$ cat src/rtl/fsp_pkg.sv
// Package with the constants, states and map of the flash self-program sequencer.
package fsp_pkg;

	// Flash page organisation.
	localparam int FSP_PAGE_W = 7;
	localparam int FSP_WORD_W = 6;
	localparam int FSP_WORDS = 64;
	localparam int FSP_PTR_W = FSP_PAGE_W + FSP_WORD_W;
	localparam int FSP_DATA_W = 16;
	localparam int FSP_AW = 8;

	// Register byte offsets on the bus.
	localparam logic [7:0] FSP_OFS_CTRL = 8'h00;
	localparam logic [7:0] FSP_OFS_PTR = 8'h04;
	localparam logic [7:0] FSP_OFS_DATA = 8'h08;
	localparam logic [7:0] FSP_OFS_ISSUE = 8'h0C;
	localparam logic [7:0] FSP_OFS_STAT = 8'h10;

	// Command codes in the low six control bits.
	localparam logic [5:0] FSP_CMD_LOAD = 6'h01;
	localparam logic [5:0] FSP_CMD_ERASE = 6'h03;
	localparam logic [5:0] FSP_CMD_WRITE = 6'h05;
	localparam logic [5:0] FSP_CMD_CLEAR = 6'h11;
	localparam int FSP_BIT_EN = 0;
	localparam int FSP_BIT_CLR = 4;
	localparam logic [5:0] FSP_CTRL_RST = 6'h00;

	// Store instruction window after a control write.
	localparam logic [2:0] FSP_WIN_CYC = 3'h4;

	// Operation times; counts derived from the 50 MHz clock.
	localparam longint FSP_CLK_HZ = 50000000;
	localparam longint FSP_ERASE_NS = 4000000;
	localparam longint FSP_WRITE_NS = 4000000;
	localparam int FSP_ERASE_CYC = int'((FSP_ERASE_NS * FSP_CLK_HZ) / 1000000000);
	localparam int FSP_WRITE_CYC = int'((FSP_WRITE_NS * FSP_CLK_HZ) / 1000000000);
	localparam int FSP_CNT_W = 20;
	localparam logic [15:0] FSP_BLANK_WORD = 16'hFFFF;

	typedef enum logic [1:0] {FSP_IDLE, FSP_ERASE, FSP_WRITE} fsp_state_t;

endpackage

$ cat src/rtl/fsp_page_buf.sv
// Temporary page buffer memory with a registered read port.
`timescale 1ns/1ns
module fsp_page_buf #(
	parameter int DW = 16,
	parameter int AW = 6
) (
	input wire logic clk,
	input wire logic we,
	input wire logic [AW-1:0] waddr,
	input wire logic [DW-1:0] wdata,
	input wire logic [AW-1:0] raddr,
	output logic [DW-1:0] rdata_q
);

	logic [DW-1:0] mem [0:(1 << AW)-1];

	// Words land at any address, in any order.
	always_ff @(posedge clk) begin
		if (we) begin
			mem[waddr] <= wdata;
		end
	end

	// Read data comes out of a register one cycle after the address.
	always_ff @(posedge clk) begin
		rdata_q <= mem[raddr];
	end

endmodule

$ cat src/rtl/fsp_sequencer.sv
// Flash self-program sequencer: APB registers, store instruction window, erase and write.
//
// The implementer's own choices: register access over APB and the register addresses.
`timescale 1ns/1ns
module fsp_sequencer #(
	parameter int unsigned ERASE_CYCLES = fsp_pkg::FSP_ERASE_CYC,
	parameter int unsigned WRITE_CYCLES = fsp_pkg::FSP_WRITE_CYC
) (
	input wire logic sys_clk,
	input wire logic rstn,
	input wire logic psel,
	input wire logic penable,
	input wire logic pwrite,
	input wire logic [fsp_pkg::FSP_AW-1:0] paddr,
	input wire logic [31:0] pwdata,
	output logic [31:0] prdata,
	output logic pready,
	output logic pslverr,
	input wire logic eeprom_busy,
	output logic cpu_stall,
	output logic flash_erase,
	output logic flash_prog,
	output logic [fsp_pkg::FSP_PAGE_W-1:0] flash_page,
	output logic [fsp_pkg::FSP_WORD_W-1:0] flash_word,
	output logic [fsp_pkg::FSP_DATA_W-1:0] flash_wdata,
	output logic flash_wstb
);
	import fsp_pkg::*;

	logic rst_meta_q;
	logic rst_sync_q;
	logic rst_n;
	logic eep_meta_q;
	logic eep_sync_q;
	logic eep_prev_q;
	logic eep_rise;
	logic pready_q;
	logic pslverr_q;
	logic [31:0] prdata_q;
	logic [31:0] rd_mux;
	logic addr_hit;
	logic acc;
	logic wr_done;
	logic wr_ctrl;
	logic wr_issue;
	logic code_ok;
	logic ctrl_take;
	logic spm_ok;
	logic load_go;
	logic erase_go;
	logic write_go;
	logic op_end;
	logic write_end;
	logic [5:0] cmd_q;
	logic [2:0] win_q;
	logic [FSP_PTR_W-1:0] ptr_q;
	logic [FSP_DATA_W-1:0] data_q;
	logic [FSP_WORDS-1:0] valid_q;
	fsp_state_t state_q;
	logic [FSP_CNT_W-1:0] cnt_q;
	logic [FSP_CNT_W-1:0] erase_last;
	logic [FSP_CNT_W-1:0] write_last;
	logic [FSP_CNT_W-1:0] word_cnt;
	logic [FSP_WORD_W-1:0] stream_idx;
	logic [FSP_DATA_W-1:0] buf_rdata;
	logic cpu_stall_q;
	logic flash_erase_q;
	logic flash_prog_q;
	logic [FSP_PAGE_W-1:0] flash_page_q;
	logic [FSP_WORD_W-1:0] flash_word_q;
	logic [FSP_DATA_W-1:0] flash_wdata_q;
	logic flash_wstb_q;

	// Reset is asserted at once and released through two flip-flops.
	always_ff @(posedge sys_clk or negedge rstn) begin
		if (!rstn) begin
			rst_meta_q <= 1'b0;
			rst_sync_q <= 1'b0;
		end else begin
			rst_meta_q <= 1'b1;
			rst_sync_q <= rst_meta_q;
		end
	end
	assign rst_n = rst_sync_q;

	// The EEPROM busy level comes from another block and is synchronised first.
	always_ff @(posedge sys_clk or negedge rst_n) begin
		if (!rst_n) begin
			eep_meta_q <= 1'b0;
			eep_sync_q <= 1'b0;
			eep_prev_q <= 1'b0;
		end else begin
			eep_meta_q <= eeprom_busy;
			eep_sync_q <= eep_meta_q;
			eep_prev_q <= eep_sync_q;
		end
	end
	assign eep_rise = eep_sync_q & ~eep_prev_q;

	// Bus decode; a transfer completes at the edge that samples pready high.
	assign acc = psel & penable;
	assign wr_done = acc & pready_q & pwrite;
	assign wr_ctrl = wr_done & (paddr == FSP_OFS_CTRL);
	assign wr_issue = wr_done & (paddr == FSP_OFS_ISSUE);
	assign addr_hit = (paddr == FSP_OFS_CTRL) | (paddr == FSP_OFS_PTR) |
		(paddr == FSP_OFS_DATA) | (paddr == FSP_OFS_ISSUE) | (paddr == FSP_OFS_STAT);

	// Only the defined codes are taken, and never while the EEPROM writes.
	assign code_ok = (pwdata[5:0] == FSP_CMD_LOAD) | (pwdata[5:0] == FSP_CMD_ERASE) |
		(pwdata[5:0] == FSP_CMD_WRITE) | (pwdata[5:0] == FSP_CMD_CLEAR);
	assign ctrl_take = wr_ctrl & code_ok & ~eep_sync_q & (state_q == FSP_IDLE);

	// A store instruction acts only while the enable window is open.
	assign spm_ok = wr_issue & cmd_q[FSP_BIT_EN] & (win_q != 3'h0) &
		(state_q == FSP_IDLE) & ~eep_sync_q;
	assign load_go = spm_ok & (cmd_q == FSP_CMD_LOAD);
	assign erase_go = spm_ok & (cmd_q == FSP_CMD_ERASE);
	assign write_go = spm_ok & (cmd_q == FSP_CMD_WRITE);

	// Operation end points as counter values.
	assign erase_last = FSP_CNT_W'(ERASE_CYCLES - 1);
	assign write_last = FSP_CNT_W'(WRITE_CYCLES - 1);
	assign write_end = (state_q == FSP_WRITE) & (cnt_q == write_last);
	assign op_end = write_end | ((state_q == FSP_ERASE) & (cnt_q == erase_last));

	// Bus handshake: one wait state so read data leaves a register.
	always_ff @(posedge sys_clk or negedge rst_n) begin
		if (!rst_n) begin
			pready_q <= 1'b0;
			pslverr_q <= 1'b0;
			prdata_q <= 32'h0000_0000;
		end else begin
			pready_q <= acc & ~pready_q;
			if (acc & ~pready_q) begin
				pslverr_q <= ~addr_hit;
				prdata_q <= pwrite ? 32'h0000_0000 : rd_mux;
			end
		end
	end

	// Read view of the registers; unmapped addresses read zero.
	always_comb begin
		rd_mux = 32'h0000_0000;
		case (paddr)
			FSP_OFS_CTRL: rd_mux[5:0] = cmd_q;
			FSP_OFS_PTR: rd_mux[FSP_PTR_W-1:0] = ptr_q;
			FSP_OFS_DATA: rd_mux[FSP_DATA_W-1:0] = data_q;
			FSP_OFS_STAT: rd_mux[2:0] = {|valid_q, eep_sync_q, cpu_stall_q};
			default: rd_mux = 32'h0000_0000;
		endcase
	end

	// Address pointer and data register pair.
	always_ff @(posedge sys_clk or negedge rst_n) begin
		if (!rst_n) begin
			ptr_q <= '0;
			data_q <= '0;
		end else if (wr_done & (paddr == FSP_OFS_PTR)) begin
			ptr_q <= pwdata[FSP_PTR_W-1:0];
		end else if (wr_done & (paddr == FSP_OFS_DATA)) begin
			data_q <= pwdata[FSP_DATA_W-1:0];
		end
	end

	// Control code and its four-cycle window; the enable bit clears itself.
	always_ff @(posedge sys_clk or negedge rst_n) begin
		if (!rst_n) begin
			cmd_q <= FSP_CTRL_RST;
			win_q <= 3'h0;
		end else if (ctrl_take) begin
			cmd_q <= pwdata[5:0];
			win_q <= FSP_WIN_CYC;
		end else if (state_q != FSP_IDLE) begin
			if (op_end) begin
				cmd_q <= FSP_CTRL_RST;
			end
		end else if (erase_go | write_go) begin
			win_q <= 3'h0;
		end else if (spm_ok) begin
			cmd_q <= FSP_CTRL_RST;
			win_q <= 3'h0;
		end else if (win_q != 3'h0) begin
			win_q <= win_q - 3'h1;
			if (win_q == 3'h1) begin
				cmd_q <= FSP_CTRL_RST;
			end
		end
	end

	// Loaded marks: a clear word reads as blank flash.
	always_ff @(posedge sys_clk or negedge rst_n) begin
		if (!rst_n) begin
			valid_q <= '0;
		end else if (write_end | (ctrl_take & pwdata[FSP_BIT_CLR])) begin
			valid_q <= '0;
		end else if (eep_rise & (|valid_q)) begin
			valid_q <= '0;
		end else if (load_go) begin
			valid_q[ptr_q[FSP_WORD_W-1:0]] <= 1'b1;
		end
	end

	// The streaming index trails the counter by one for the read register.
	assign word_cnt = cnt_q - FSP_CNT_W'(1);
	assign stream_idx = word_cnt[FSP_WORD_W-1:0];

	fsp_page_buf #(
		.DW(FSP_DATA_W),
		.AW(FSP_WORD_W)
	) u_buf (
		.clk(sys_clk),
		.we(load_go),
		.waddr(ptr_q[FSP_WORD_W-1:0]),
		.wdata(data_q),
		.raddr(cnt_q[FSP_WORD_W-1:0]),
		.rdata_q(buf_rdata)
	);

	// Sequence of a page operation; the page comes from the page field only.
	always_ff @(posedge sys_clk or negedge rst_n) begin
		if (!rst_n) begin
			state_q <= FSP_IDLE;
			cnt_q <= '0;
			flash_page_q <= '0;
		end else begin
			case (state_q)
				FSP_IDLE: begin
					cnt_q <= '0;
					if (erase_go) begin
						state_q <= FSP_ERASE;
						flash_page_q <= ptr_q[FSP_PTR_W-1:FSP_WORD_W];
					end else if (write_go) begin
						state_q <= FSP_WRITE;
						flash_page_q <= ptr_q[FSP_PTR_W-1:FSP_WORD_W];
					end
				end
				FSP_ERASE, FSP_WRITE: begin
					cnt_q <= cnt_q + FSP_CNT_W'(1);
					if (op_end) begin
						state_q <= FSP_IDLE;
					end
				end
				default: begin
					state_q <= FSP_IDLE;
				end
			endcase
		end
	end

	// Stall and flash strobes follow the state with no gap.
	always_ff @(posedge sys_clk or negedge rst_n) begin
		if (!rst_n) begin
			cpu_stall_q <= 1'b0;
			flash_erase_q <= 1'b0;
			flash_prog_q <= 1'b0;
		end else if (erase_go) begin
			cpu_stall_q <= 1'b1;
			flash_erase_q <= 1'b1;
		end else if (write_go) begin
			cpu_stall_q <= 1'b1;
			flash_prog_q <= 1'b1;
		end else if (op_end) begin
			cpu_stall_q <= 1'b0;
			flash_erase_q <= 1'b0;
			flash_prog_q <= 1'b0;
		end
	end

	// Page write streams every buffer word out, blank where none was loaded.
	always_ff @(posedge sys_clk or negedge rst_n) begin
		if (!rst_n) begin
			flash_wstb_q <= 1'b0;
			flash_word_q <= '0;
			flash_wdata_q <= '0;
		end else begin
			flash_wstb_q <= (state_q == FSP_WRITE) & (cnt_q >= FSP_CNT_W'(1)) &
				(cnt_q <= FSP_CNT_W'(FSP_WORDS));
			flash_word_q <= stream_idx;
			flash_wdata_q <= valid_q[stream_idx] ? buf_rdata : FSP_BLANK_WORD;
		end
	end

	assign prdata = prdata_q;
	assign pready = pready_q;
	assign pslverr = pslverr_q;
	assign cpu_stall = cpu_stall_q;
	assign flash_erase = flash_erase_q;
	assign flash_prog = flash_prog_q;
	assign flash_page = flash_page_q;
	assign flash_word = flash_word_q;
	assign flash_wdata = flash_wdata_q;
	assign flash_wstb = flash_wstb_q;
endmodule

$ cat config.mk
export PLATFORM = sky130hd
export DESIGN_NAME = fsp_sequencer
export DESIGN_NICKNAME = d
export VERILOG_FILES = /design/src/rtl/fsp_pkg.sv /design/src/rtl/fsp_page_buf.sv /design/src/rtl/fsp_sequencer.sv
export SDC_FILE = /design/constraint.sdc
export NUM_CORES = 1
export LEC_CHECK = 0
export BUFFER_PORTS_ARGS = -buffer_cell sky130_fd_sc_hd__buf_2
export CAP_MARGIN = 20
export CELL_PAD_IN_SITES_DETAIL_PLACEMENT = 0
export CELL_PAD_IN_SITES_GLOBAL_PLACEMENT = 2
export CORE_ASPECT_RATIO = 1.25
export CORE_MARGIN = 3
export CORE_UTILIZATION = 38
export CTS_CLUSTER_DIAMETER = 100
export CTS_CLUSTER_SIZE = 24
export DETAILED_ROUTE_END_ITERATION = 10
export PLACE_DENSITY_LB_ADDON = 0.1
export SLEW_MARGIN = 20
export SYNTH_ARGS = -nofsm -noshare
export SYNTH_HDL_FRONTEND = slang
export SYNTH_SLANG_ARGS = --single-unit
$ cat constraint.sdc
create_clock -name sys_clk -period 5.25 [get_ports sys_clk]
set_input_delay 1.3125 -clock sys_clk [delete_from_list [all_inputs] [get_ports sys_clk]]
set_output_delay 1.3125 -clock sys_clk [all_outputs]
set_load 0.05 [all_outputs]
Word-level counts from Yosys, hierarchy flattened. Memory sizes are Yosys's and may differ from the RTL's. A register that Yosys moved wholly into a read port is not among the register bits. Cells that the tools add are included.

Bits in latches: 0. Bits in read-only memories: 0. Register bits: 196. Output and inout port bits: 67. Bits of input ports: 46. Word-level logic and storage cells: 156. Memories kept: 1. Memory bits (writable): 1024.

Memories: u_buf.mem (words 64, bits a word 16, read ports 1, clocked after memory_dff 1, write ports 1, line fsp_page_buf.sv:15) `logic [DW-1:0] mem [0:(1 << AW)-1];`.

Div/mod/pow operators: 0. Reductions and logical operators: 23. $mul: 0. $lt $le $gt $ge: 5. Shift operators: 0. Equal/unequal tests: 21. Multiplexer cells: 39. Bitwise gates (word level): 42. Add/subtract/negate cells: 3.

Operator list (count): $mux W64 (3); $or A64 B64 Y64 (1); $reduce_or A64 Y1 (1); $mux W6 (7); $pmux W20 S2 (1); $mux W16 (2); $and A1 B1 Y1 (25); $add A20 B1 Y20 const B (1); $eq A20 B18 Y1 const B (1); $ge A20 B1 Y1 const B (1); $le A20 B7 Y1 const B (1); $mux W3 (6); $eq A8 B4 Y1 const B (2); $lt A6 B7 Y1 const B (2); $mux W7 (2); $pmux W7 S2 (1); $eq A6 B1 Y1 const B (2); $eq A6 B2 Y1 const B (2); $eq A6 B3 Y1 const B (2); $pmux W3 S4 (1); $reduce_and A2 Y1 (6); $reduce_bool A4 Y1 (3); $or A1 B1 Y1 (10); $reduce_bool A2 Y1 (5); 24 further kinds (45).

Longest topological paths before layout. Gate-level depths: netlist (run 1).

Depth in word-level cells: 13. Mapped depth: 13. Depth with buffers taken out: 7.

Cells and area by module. Synthesis (run 1) repeated with hierarchy kept, for this count alone.

Cell total of the unflattened synthesis: 2649. Area total of the unflattened synthesis: 48731.7 um^2.

Modules (own cells, without submodules): fsp_page_buf (times used 1, area each 40042.2 um^2, cells each 1829, sequential area each 31069.8 um^2); fsp_sequencer (times used 1, area each 8689.6 um^2, cells each 820, sequential area each 4504.3 um^2).

Worst setup path after synthesis (run 1). No wires, ideal clock.

Kind: input -> register. Start point: in paddr[7] (netlist bit). End point: mem u_buf.mem[63][0], enable pin. Data required time: 4.862 ns. Setup slack: 0.965 ns. Path buffers: 2. Arrival: 3.896 ns. Setup time: 0.388 ns. Stages on the path: 7. Cells stage by stage: or4_4 or3_4 buf_6 nor4_4 nand3_1 buf_2 nor2_1.

Longest elaborated chain between the ends: 9.

Ends and longest elaborated chain: from (decl) (line fsp_sequencer.sv:14) `input wire logic [fsp_pkg::FSP_AW-1:0] paddr,`; $eq A8 B4 Y1 (line fsp_sequencer.sv:104) `assign wr_issue = wr_done & (paddr == FSP_OFS_ISSUE);`; $and A1 B1 Y1 (line fsp_sequencer.sv:104); $and A1 B1 Y1 (3 in series) (line fsp_sequencer.sv:114) `assign spm_ok = wr_issue & cmd_q[FSP_BIT_EN] & (win_q != 3'h0) &`; $and A1 B1 Y1 (line fsp_sequencer.sv:115) `(state_q == FSP_IDLE) & ~eep_sync_q;`; $and A1 B1 Y1 (line fsp_sequencer.sv:116) `assign load_go = spm_ok & (cmd_q == FSP_CMD_LOAD);`; $mux W1 (line fsp_page_buf.sv:19) `if (we) begin`; $mux W1 (implied by the code) (line fsp_page_buf.sv:20) `mem[waddr] <= wdata;`; to (decl) (line fsp_page_buf.sv:15).

Every way passes these cells.

Final worst setup path (run 1).
Start point: reg cnt_q[0]. End point: reg flash_wdata_q[4] (netlist: flash_wdata[4]).

Longest elaborated chain between the ends: 4.

Ends and longest elaborated chain: from (decl) (line fsp_sequencer.sv:60) `logic [FSP_CNT_W-1:0] cnt_q;`; from (signal assigned) (line fsp_sequencer.sv:238) `cnt_q <= cnt_q + FSP_CNT_W'(1);`; $sub A6 B1 Y6 (line fsp_sequencer.sv:204) `assign word_cnt = cnt_q - FSP_CNT_W'(1);`; via word_cnt[0] (line fsp_sequencer.sv:63) `logic [FSP_CNT_W-1:0] word_cnt;`; $bmux W1 S6 (line fsp_sequencer.sv:279) `flash_wdata_q <= valid_q[stream_idx] ? buf_rdata : FSP_BLANK_WORD;`; $mux W1 (implied by the code) (line fsp_sequencer.sv:279); $mux W16 (line fsp_sequencer.sv:279); to (signal assigned) (line fsp_sequencer.sv:279); to (decl) (line fsp_sequencer.sv:71) `logic [FSP_DATA_W-1:0] flash_wdata_q;`.

The timed path passes the listed nets, and every way through them passes these cells. The select of a mux whose other input is x is not followed. A chain may end at the register's enable or synchronous reset.

==> metrics.csv, run 1 <==
stage,metric,value,unit
floorplanning,std_cell_rows,145,
timing,rsz0062_at_grt,false,
place,portBuffers,80,
timing,finalCriticalPeriod,4040,ps
place,place_congestion,0.758,
yosys,avgSynthCellArea,20.0,um2
layout,regArea,35600,um2
drt,top_layer_used,met5,
global_route,grt_pass1_vias,24566,
worst_setup_path,reg2regPathDepth,8,
yosys,synthArstFlopShare,0.148,
cts,clk_pin_slew_worst_paths,110,ps
global_route,grt_pass1_wl,175,mm
layout,stdcell_count,4191,
global_route,grt_start_max_net_pins,141,
cts,cts_tree,done,
yosys,yosysWarnings,0,
drt,via_per_inst,5.53,
drt,wl_met2,61.4,mm
worst_setup_path,path_class,reg2reg,
worst_setup_path,crit_required,5750,ps
cts,insertion_delay,680,ps
cts,cts_made_buffers,57,
run_status,outcome,"finished, final reports clean",
worst_setup_path,r2r_start,cnt_q[0],
global_route,grtUsageTotal,0.186,
timing,drv_slew,0,
drt,firstDrtPassIters,5,
cts,htree_num_levels,2,
floorplanning,die_w,324,um
worst_hold_path,holdPathEnd,eep_sync_q,
layout,nFillCells,10980,
worst_hold_path,min_from,eep_meta_q,
timing,max_freq,248,MHz
cts,cts_root_buf,clkbuf_16,
floorplanning,die_y,403,um
floorplanning,die_area,131000,um2
timing,setup_violations,0,
yosys,syn_area,48000,um2
layout,fin_util,0.421,
power_and_ir_drop,vdd_ir_drop_max,0.283,mV
power_and_ir_drop,power_leakage,19.4,nW
drt,via_count,23175,
timing,finalHoldViolations,0,
timing,tns,0,ps
place,place_worst_setup_slack,721,ps
yosys,syn_inst,2400,
worst_hold_path,hold_path.class,reg2reg,
layout,mostFrequentLayoutCells,"1,024 x edfxtp_1, 336 x mux4_2, 160 x dfrtp_1",
layout,fin_nets,2579,
worst_setup_path,r2r_end,flash_wdata[4],
yosys,synth_edf_count,1024,
worst_setup_path,cp-end-kind,flip-flop,
worst_setup_path,arrival,4540,ps
drt,drtAntennaViolNets,0,
floorplanning,core,125000,um2
drt,wire_per_inst,28.7,um
worst_setup_path,crit_fanout,26,
floorplanning,start_util,0.383,
job,maxCapViolations,0,
layout,multi_input_area,11900,um2
timing,finalClockSkew,31.7,ps
worst_setup_path,start_kind,flip-flop,
place,place_inst,4080,
timing,worst_slack,1210,ps
timing,worstMarginPinSlew,1170,ps
cts,clock-sinks,1220,
worst_setup_path,ff2ff_setup_slack,1210,ps
cts,post_cts_resized,0,
drt,drc,0,
drt,m1WireLength,50.1,mm
layout,syn_to_final_growth,9.74,%
cts,clockBufferDepth,3,
layout,layout_commonest_cell,edfxtp_1,
layout,drive_gt1_frac,0.284,
floorplanning,num_io_pins,113,
timing,relSlewSlack,0.222,
drt,wirelength,120,mm
place,hpwl,72.8,mm
cts,post_cts_buffers,0,
drt,wl_met3,5.77,mm
cts,cts_hold_buf,0,
drt,drt-initial-drc-count,1841,
yosys,synth.distinct_cells,65,
timing,post-route-period-util,0.769,
power_and_ir_drop,pwr_density_cell,300,nW/um2
worst_hold_path,holdPathStages,0,
global_route,antenna_found_initial,2,
yosys,ys_seq_area_frac,0.741,
yosys,yosys_most_used_dff,edfxtp_1,
yosys,synth-seq-cells,1220,
global_route,grt.overflow.total,0,
## where the power goes
part | switching (W) | leakage (nW) | total, W | internal [W]
combinational | 0.000134 | 4.44 | 0.000186 | 0.0000526
sequential | 0.0000256 | 14.1 | 0.0104 | 0.0104
clock | 0.00302 | 0.812 | 0.00521 | 0.00219
## worst max-delay path, stage by stage, from the launching register on
cell and delay (ps):
dfrtp_4 780, inv_1 230, ha_1 560, buf_4 270, mux4_2 310, a21boi_0 180
o311ai_0 800, nor4_4 200, o21bai_1 510
## how the worst max path moves through the flow
stage              from           endpoint  slack [ps]  depth (start not counted)
2_1_floorplan  paddr[7]   u_buf.mem[63][0]         970                          7
3_3_place_gp   paddr[7]  u_buf.mem[12][10]         700                          7
3_5_place_dp   paddr[7]  u_buf.mem[13][10]         720                          7
4_1_cts        cnt_q[0]     flash_wdata[4]        1130                          8
5_1_grt        cnt_q[0]    flash_wdata[13]        1010                          9
6_report       cnt_q[0]     flash_wdata[4]        1210                          8
## per-stage QoR
| step | hold WS, ps | cell area (um2) | total power [W] |
|---|---|---|---|
| floorplan | 331 | 48000 | 0.0108 |
| global placement | 338 | 50900 | 0.0108 |
| detailed placement | 336 | 50900 | 0.0108 |
| CTS | 361 | 52600 | 0.0160 |
| global route | 363 | 52700 | 0.0164 |
| finish | 360 | 52700 | 0.0158 |
## per-layer routing
layer / global-route usage / vias to the layer above
met5: 0 / -
met4: 0.0462 / 2
met3: 0.0313 / 120
met2: 0.317 / 504
met1: 0.248 / 12572
li1: - / 9977
## cell families (layout without fill, tap and decap cells)
kind of cell,after synthesis,in the layout,share of synthesized area
AND/OR/NAND/NOR,396,396,0.0423
buffers and inverters,174,329,0.0162
other,2,21,0.000157
adder cells (fa/ha/maj),11,11,0.00287
multiplexers,379,379,0.168
flip-flops,1220,1220,0.741
XOR/XNOR,18,18,0.00329
AO/OA/AOI/OAI,200,200,0.0263
## area by class of cell
class	count	area share
Timing Repair Buffer	199	0.0258
Sequential cell	1220	0.676
Inverter	23	0.00169
Clock inverter	5	0.00131
Clock buffer	102	0.0311
Antenna cell	4	0.000190
Tap cell	1617	0.0384
Multi-Input combinational cell	1021	0.225
## cell usage after synthesis (6+ instances only)
library cell	instances	share of area
a211oi_1	8	0.0013
a21oi_1	74	0.0077
a22oi_1	37	0.0058
and3_1	11	0.0014
buf_1	26	0.0020
buf_2	35	0.0037
buf_4	19	0.0030
clkbuf_1	70	0.0055
dfrtp_1	180	0.094
dfxtp_1	16	0.0067
edfxtp_1	1024	0.64
ha_1	11	0.0029
inv_1	23	0.0018
mux2_2	37	0.0087
mux2i_1	6	0.0013
mux4_2	336	0.16
nand2_1	76	0.0059
nand2b_1	8	0.0010
nand3_1	20	0.0021
nand4_1	13	0.0017
nor2_1	109	0.0085
nor2b_1	9	0.0012
nor3_1	85	0.0089
nor4_1	21	0.0027
o21ai_0	29	0.0030
o21bai_1	18	0.0028
or3_1	7	0.00091
or4_1	6	0.00094
xnor2_1	14	0.0026
## state kept, by name, indices dropped and copies added (netlist names), 2 cells and up
register,count
data_q,16
win_q,3
valid_q,64
prdata,16
cmd_q,6
flash_page,7
flash_wdata,16
flash_word,6
u_buf.rdata_q,16
ptr_q,13
cnt_q,20
state_q,2
u_buf.mem,1024
Note: power is estimated with default switching activity, not from simulation.
==> run 2: changes to the inputs <==
--- a/config.mk
+++ b/config.mk
@@ -5,6 +5,7 @@
 export SDC_FILE = /design/constraint.sdc
 export NUM_CORES = 1
 export LEC_CHECK = 0
+export ABC_AREA = 1
 export BUFFER_PORTS_ARGS = -buffer_cell sky130_fd_sc_hd__buf_2
 export CAP_MARGIN = 20
 export CELL_PAD_IN_SITES_DETAIL_PLACEMENT = 0
==> constraint.sdc (replaced) <==
create_clock -name sys_clk -period 3.3 [get_ports sys_clk]
set_input_delay 0.825 -clock sys_clk [delete_from_list [all_inputs] [get_ports sys_clk]]
set_output_delay 0.825 -clock sys_clk [all_outputs]
set_load 0.05 [all_outputs]
==> run 2 against run 1 <==
Routed wire length is 28% higher. Final cell count increased by 58%. Sequential share of layout area decreased by 4.0 points. Clock skew increased by 0.78 ps. Combinational power increased by 62%. Area after synthesis rose by 5.3%. Cell area up 6.3%. Largest cell class unchanged. Via count grew 43%. Synthesized cell count is 98% higher. First-iteration DRC count increased by 43%. Utilization is 0.64 points higher. Clock power rose by 56%.
==> metrics.csv, run 2 <==
stage,metric,value,unit
yosys,avgSynthCellArea,10.6,um2
worst_setup_path,start_kind,flip-flop,
cts,cts_tree,done,
place,place_congestion,0.781,
layout,top_regs,"u_buf.mem x1024, valid_q x64, cnt_q x20",
layout,largest_register_ffs,1024,
timing,finalClockSkew,32.5,ps
timing,post-route-period-util,0.886,
global_route,antenna_found_initial,2,
yosys,synthArstFlopShare,0.148,
power_and_ir_drop,pwr_density_cell,446,nW/um2
run_status,outcome,"finished, final reports clean",
floorplanning,die_area,137000,um2
floorplanning,core,131000,um2
drt,drc,0,
yosys,synth.distinct_cells,48,
cts,clk_pin_slew_worst_paths,90,ps
global_route,grtUsageTotal,0.222,
worst_setup_path,cp-end-kind,flip-flop,
layout,syn_to_final_growth,10.8,%
yosys,synth.top_cell.area_share,0.609,
floorplanning,die_w,332,um
yosys,synth_edf_count,1024,
drt,via_count,33175,
worst_setup_path,crit_required,3920,ps
global_route,grt_pass1_wl,224,mm
timing,finalCriticalPeriod,2920,ps
layout,registers.top_by_ff_count,u_buf.mem,
drt,via_per_inst,5.02,
floorplanning,start_util,0.385,
global_route,grt_start_max_net_pins,142,
layout,layout_commonest_cell,nor2_1,
cts,clock-sinks,1220,
timing,max_freq,342,MHz
cts,cts_made_buffers,57,
layout,fin_util,0.427,
yosys,syn_inst,4747,
cts,htree_num_levels,2,
layout,fin_nets,4899,
cts,post_cts_buffers,0,
power_and_ir_drop,vdd_ir_drop_max,0.407,mV
place,portBuffers,80,
drt,wirelength,154,mm
global_route,grt.overflow.total,0,
cts,insertion_delay,710,ps
yosys,yosys-top-cells-count,"1,353 x nor2_1, 1,024 x edfxtp_1, 886 x nand2_1",
layout,nFillCells,12616,
timing,finalHoldViolations,0,
timing,hold_slack,247,ps
timing,drv_slew,0,
place,place_inst,6507,
worst_setup_path,arrival,3540,ps
floorplanning,num_io_pins,113,
cts,cts_root_buf,clkbuf_16,
timing,tns,0,ps
floorplanning,std_cell_rows,148,
yosys,synth-seq-cells,1220,
timing,worstMarginPinSlew,1050,ps
layout,mostFrequentLayoutCells,"1,329 x nor2_1, 1,024 x edfxtp_1, 886 x nand2_1",
timing,relSlewSlack,0.299,
yosys,yosysMostFrequentCell,nor2_1,
yosys,yosysWarnings,0,
job,maxCapViolations,0,
yosys,yosys.area.top_type,edfxtp_1,
drt,drt-initial-drc-count,2626,
power_and_ir_drop,finalPower,0.0250,W
timing,setup_violations,0,
global_route,grt_pass1_vias,32166,
floorplanning,die_y,414,um
place,hpwl,94.9,mm
layout,stdcell_count,6603,
yosys,synthTopCellsByArea,"edfxtp_1 61%, nor2_1 10%, dfrtp_1 8.9%, nand2_1 6.6%, o21ai_0 5.0%",
yosys,yosys_most_used_dff,edfxtp_1,
drt,drtAntennaViolNets,0,
drt,firstDrtPassIters,6,
yosys,ys_seq_area_frac,0.704,
drt,wire_per_inst,23.3,um
layout,drive_gt1_frac,0.0855,
worst_hold_path,hold_path.class,in2reg,
worst_setup_path,crit_fanout,26,
power_and_ir_drop,power_leakage,23.2,nW
worst_setup_path,path_class,reg2reg,
yosys,syn_area,50500,um2
timing,rsz0062_at_grt,false,
cts,clockBufferDepth,3,
## run 2: cell count changes in the layout (fill, tap and decap cells not counted), sizes merged, moves of 27 or more
| cell | before | now |
|---|---|---|
| inv | 25 | 151 |
| a22oi | 37 | 2 |
| nor4 | 29 | 2 |
| nand3 | 20 | 112 |
| mux4 | 336 | 0 |
| nor3 | 85 | 30 |
| nor2 | 109 | 1368 |
| o21ai | 29 | 585 |
| nand2 | 77 | 888 |
| mux2 | 37 | 3 |
| buf | 199 | 271 |
## run 2: per-layer routing
| metal | track usage | wire, um |
|---|---|---|
| met5 | 0 | 0 |
| met4 | 0.0380 | 2470 |
| met3 | 0.0204 | 5100 |
| met2 | 0.394 | 77800 |
| met1 | 0.300 | 68500 |
## run 2: report_power, final
| group | internal, W | switching [W] | total [W] |
|---|---|---|---|
| clock | 0.00326 | 0.00486 | 0.00812 |
| combinational | 0.0000884 | 0.000212 | 0.000301 |
| sequential | 0.0165 | 0.0000356 | 0.0165 |
| total | 0.0199 | 0.00511 | 0.0250 |
## run 2: kinds of logic (layout without fill, tap and decap cells)
| logic type | after synthesis | after routing | synth area share |
|---|---|---|---|
| xor+xnor | 4 | 4 | 0.000842 |
| flops | 1220 | 1220 | 0.704 |
| mux | 3 | 3 | 0.000669 |
| simple gates | 2429 | 2429 | 0.188 |
| compound gates | 674 | 674 | 0.0684 |
| other cells | 2 | 18 | 0.000149 |
| buf+inv | 404 | 519 | 0.0348 |
| fa+ha+maj | 11 | 11 | 0.00272 |
## run 2: cell type report
type / instances / area [um2] / share of cell area
Clock buffer: 88 / 1540 / 0.0276
Inverter: 153 / 589 / 0.0105
Multi-Input combinational cell: 3138 / 13300 / 0.238
Sequential cell: 1220 / 35600 / 0.636
Tap cell: 1725 / 2160 / 0.0386
Antenna cell: 1 / 2.50 / 0.0000447
Clock inverter: 6 / 50.0 / 0.000894
Timing Repair Buffer: 272 / 2710 / 0.0484
## run 2: path summary, 6_finish.rpt
| path | to | start | cells after the start | slack (ps) |
|---|---|---|---|---|
| min in group asynchronous | flash_word[0] | rst_n | 0 | 300 |
| setup reg to reg | flash_wdata[5] | cnt_q[0] | 9 | 380 |
| setup / recovery | flash_wdata[5] | cnt_q[0] | 9 | 380 |
| hold reg to reg | flash_word[0] | rst_n | 0 | 300 |
| max in group asynchronous | data_q[6] | rst_n | 1 | 2110 |
| hold / removal | eep_meta_q | eeprom_busy | 1 | 250 |
## run 2: what timing repair did
item	in CTS	in global routing
hold endpoints to repair	2	0
hold buffers	1	0
gates resized for setup	0	0
setup endpoints to repair	0	0
## run 2: per-stage QoR
step	area, um2	worst slack, ps
2_1_floorplan	50600	242
3_3_place_gp	54400	281
3_5_place_dp	54400	282
4_1_cts	56000	297
5_1_grt	56000	172
6_report	56000	375
## run 2: critical path, cell delays in order (launching register included)
cell,delay (ps)
dfrtp_4,640
inv_8,230
ha_1,220
nand2_1,110
xor2_1,420
inv_1,280
nand3_1,200
nand3b_2,350
buf_4,320
nand3_1,70
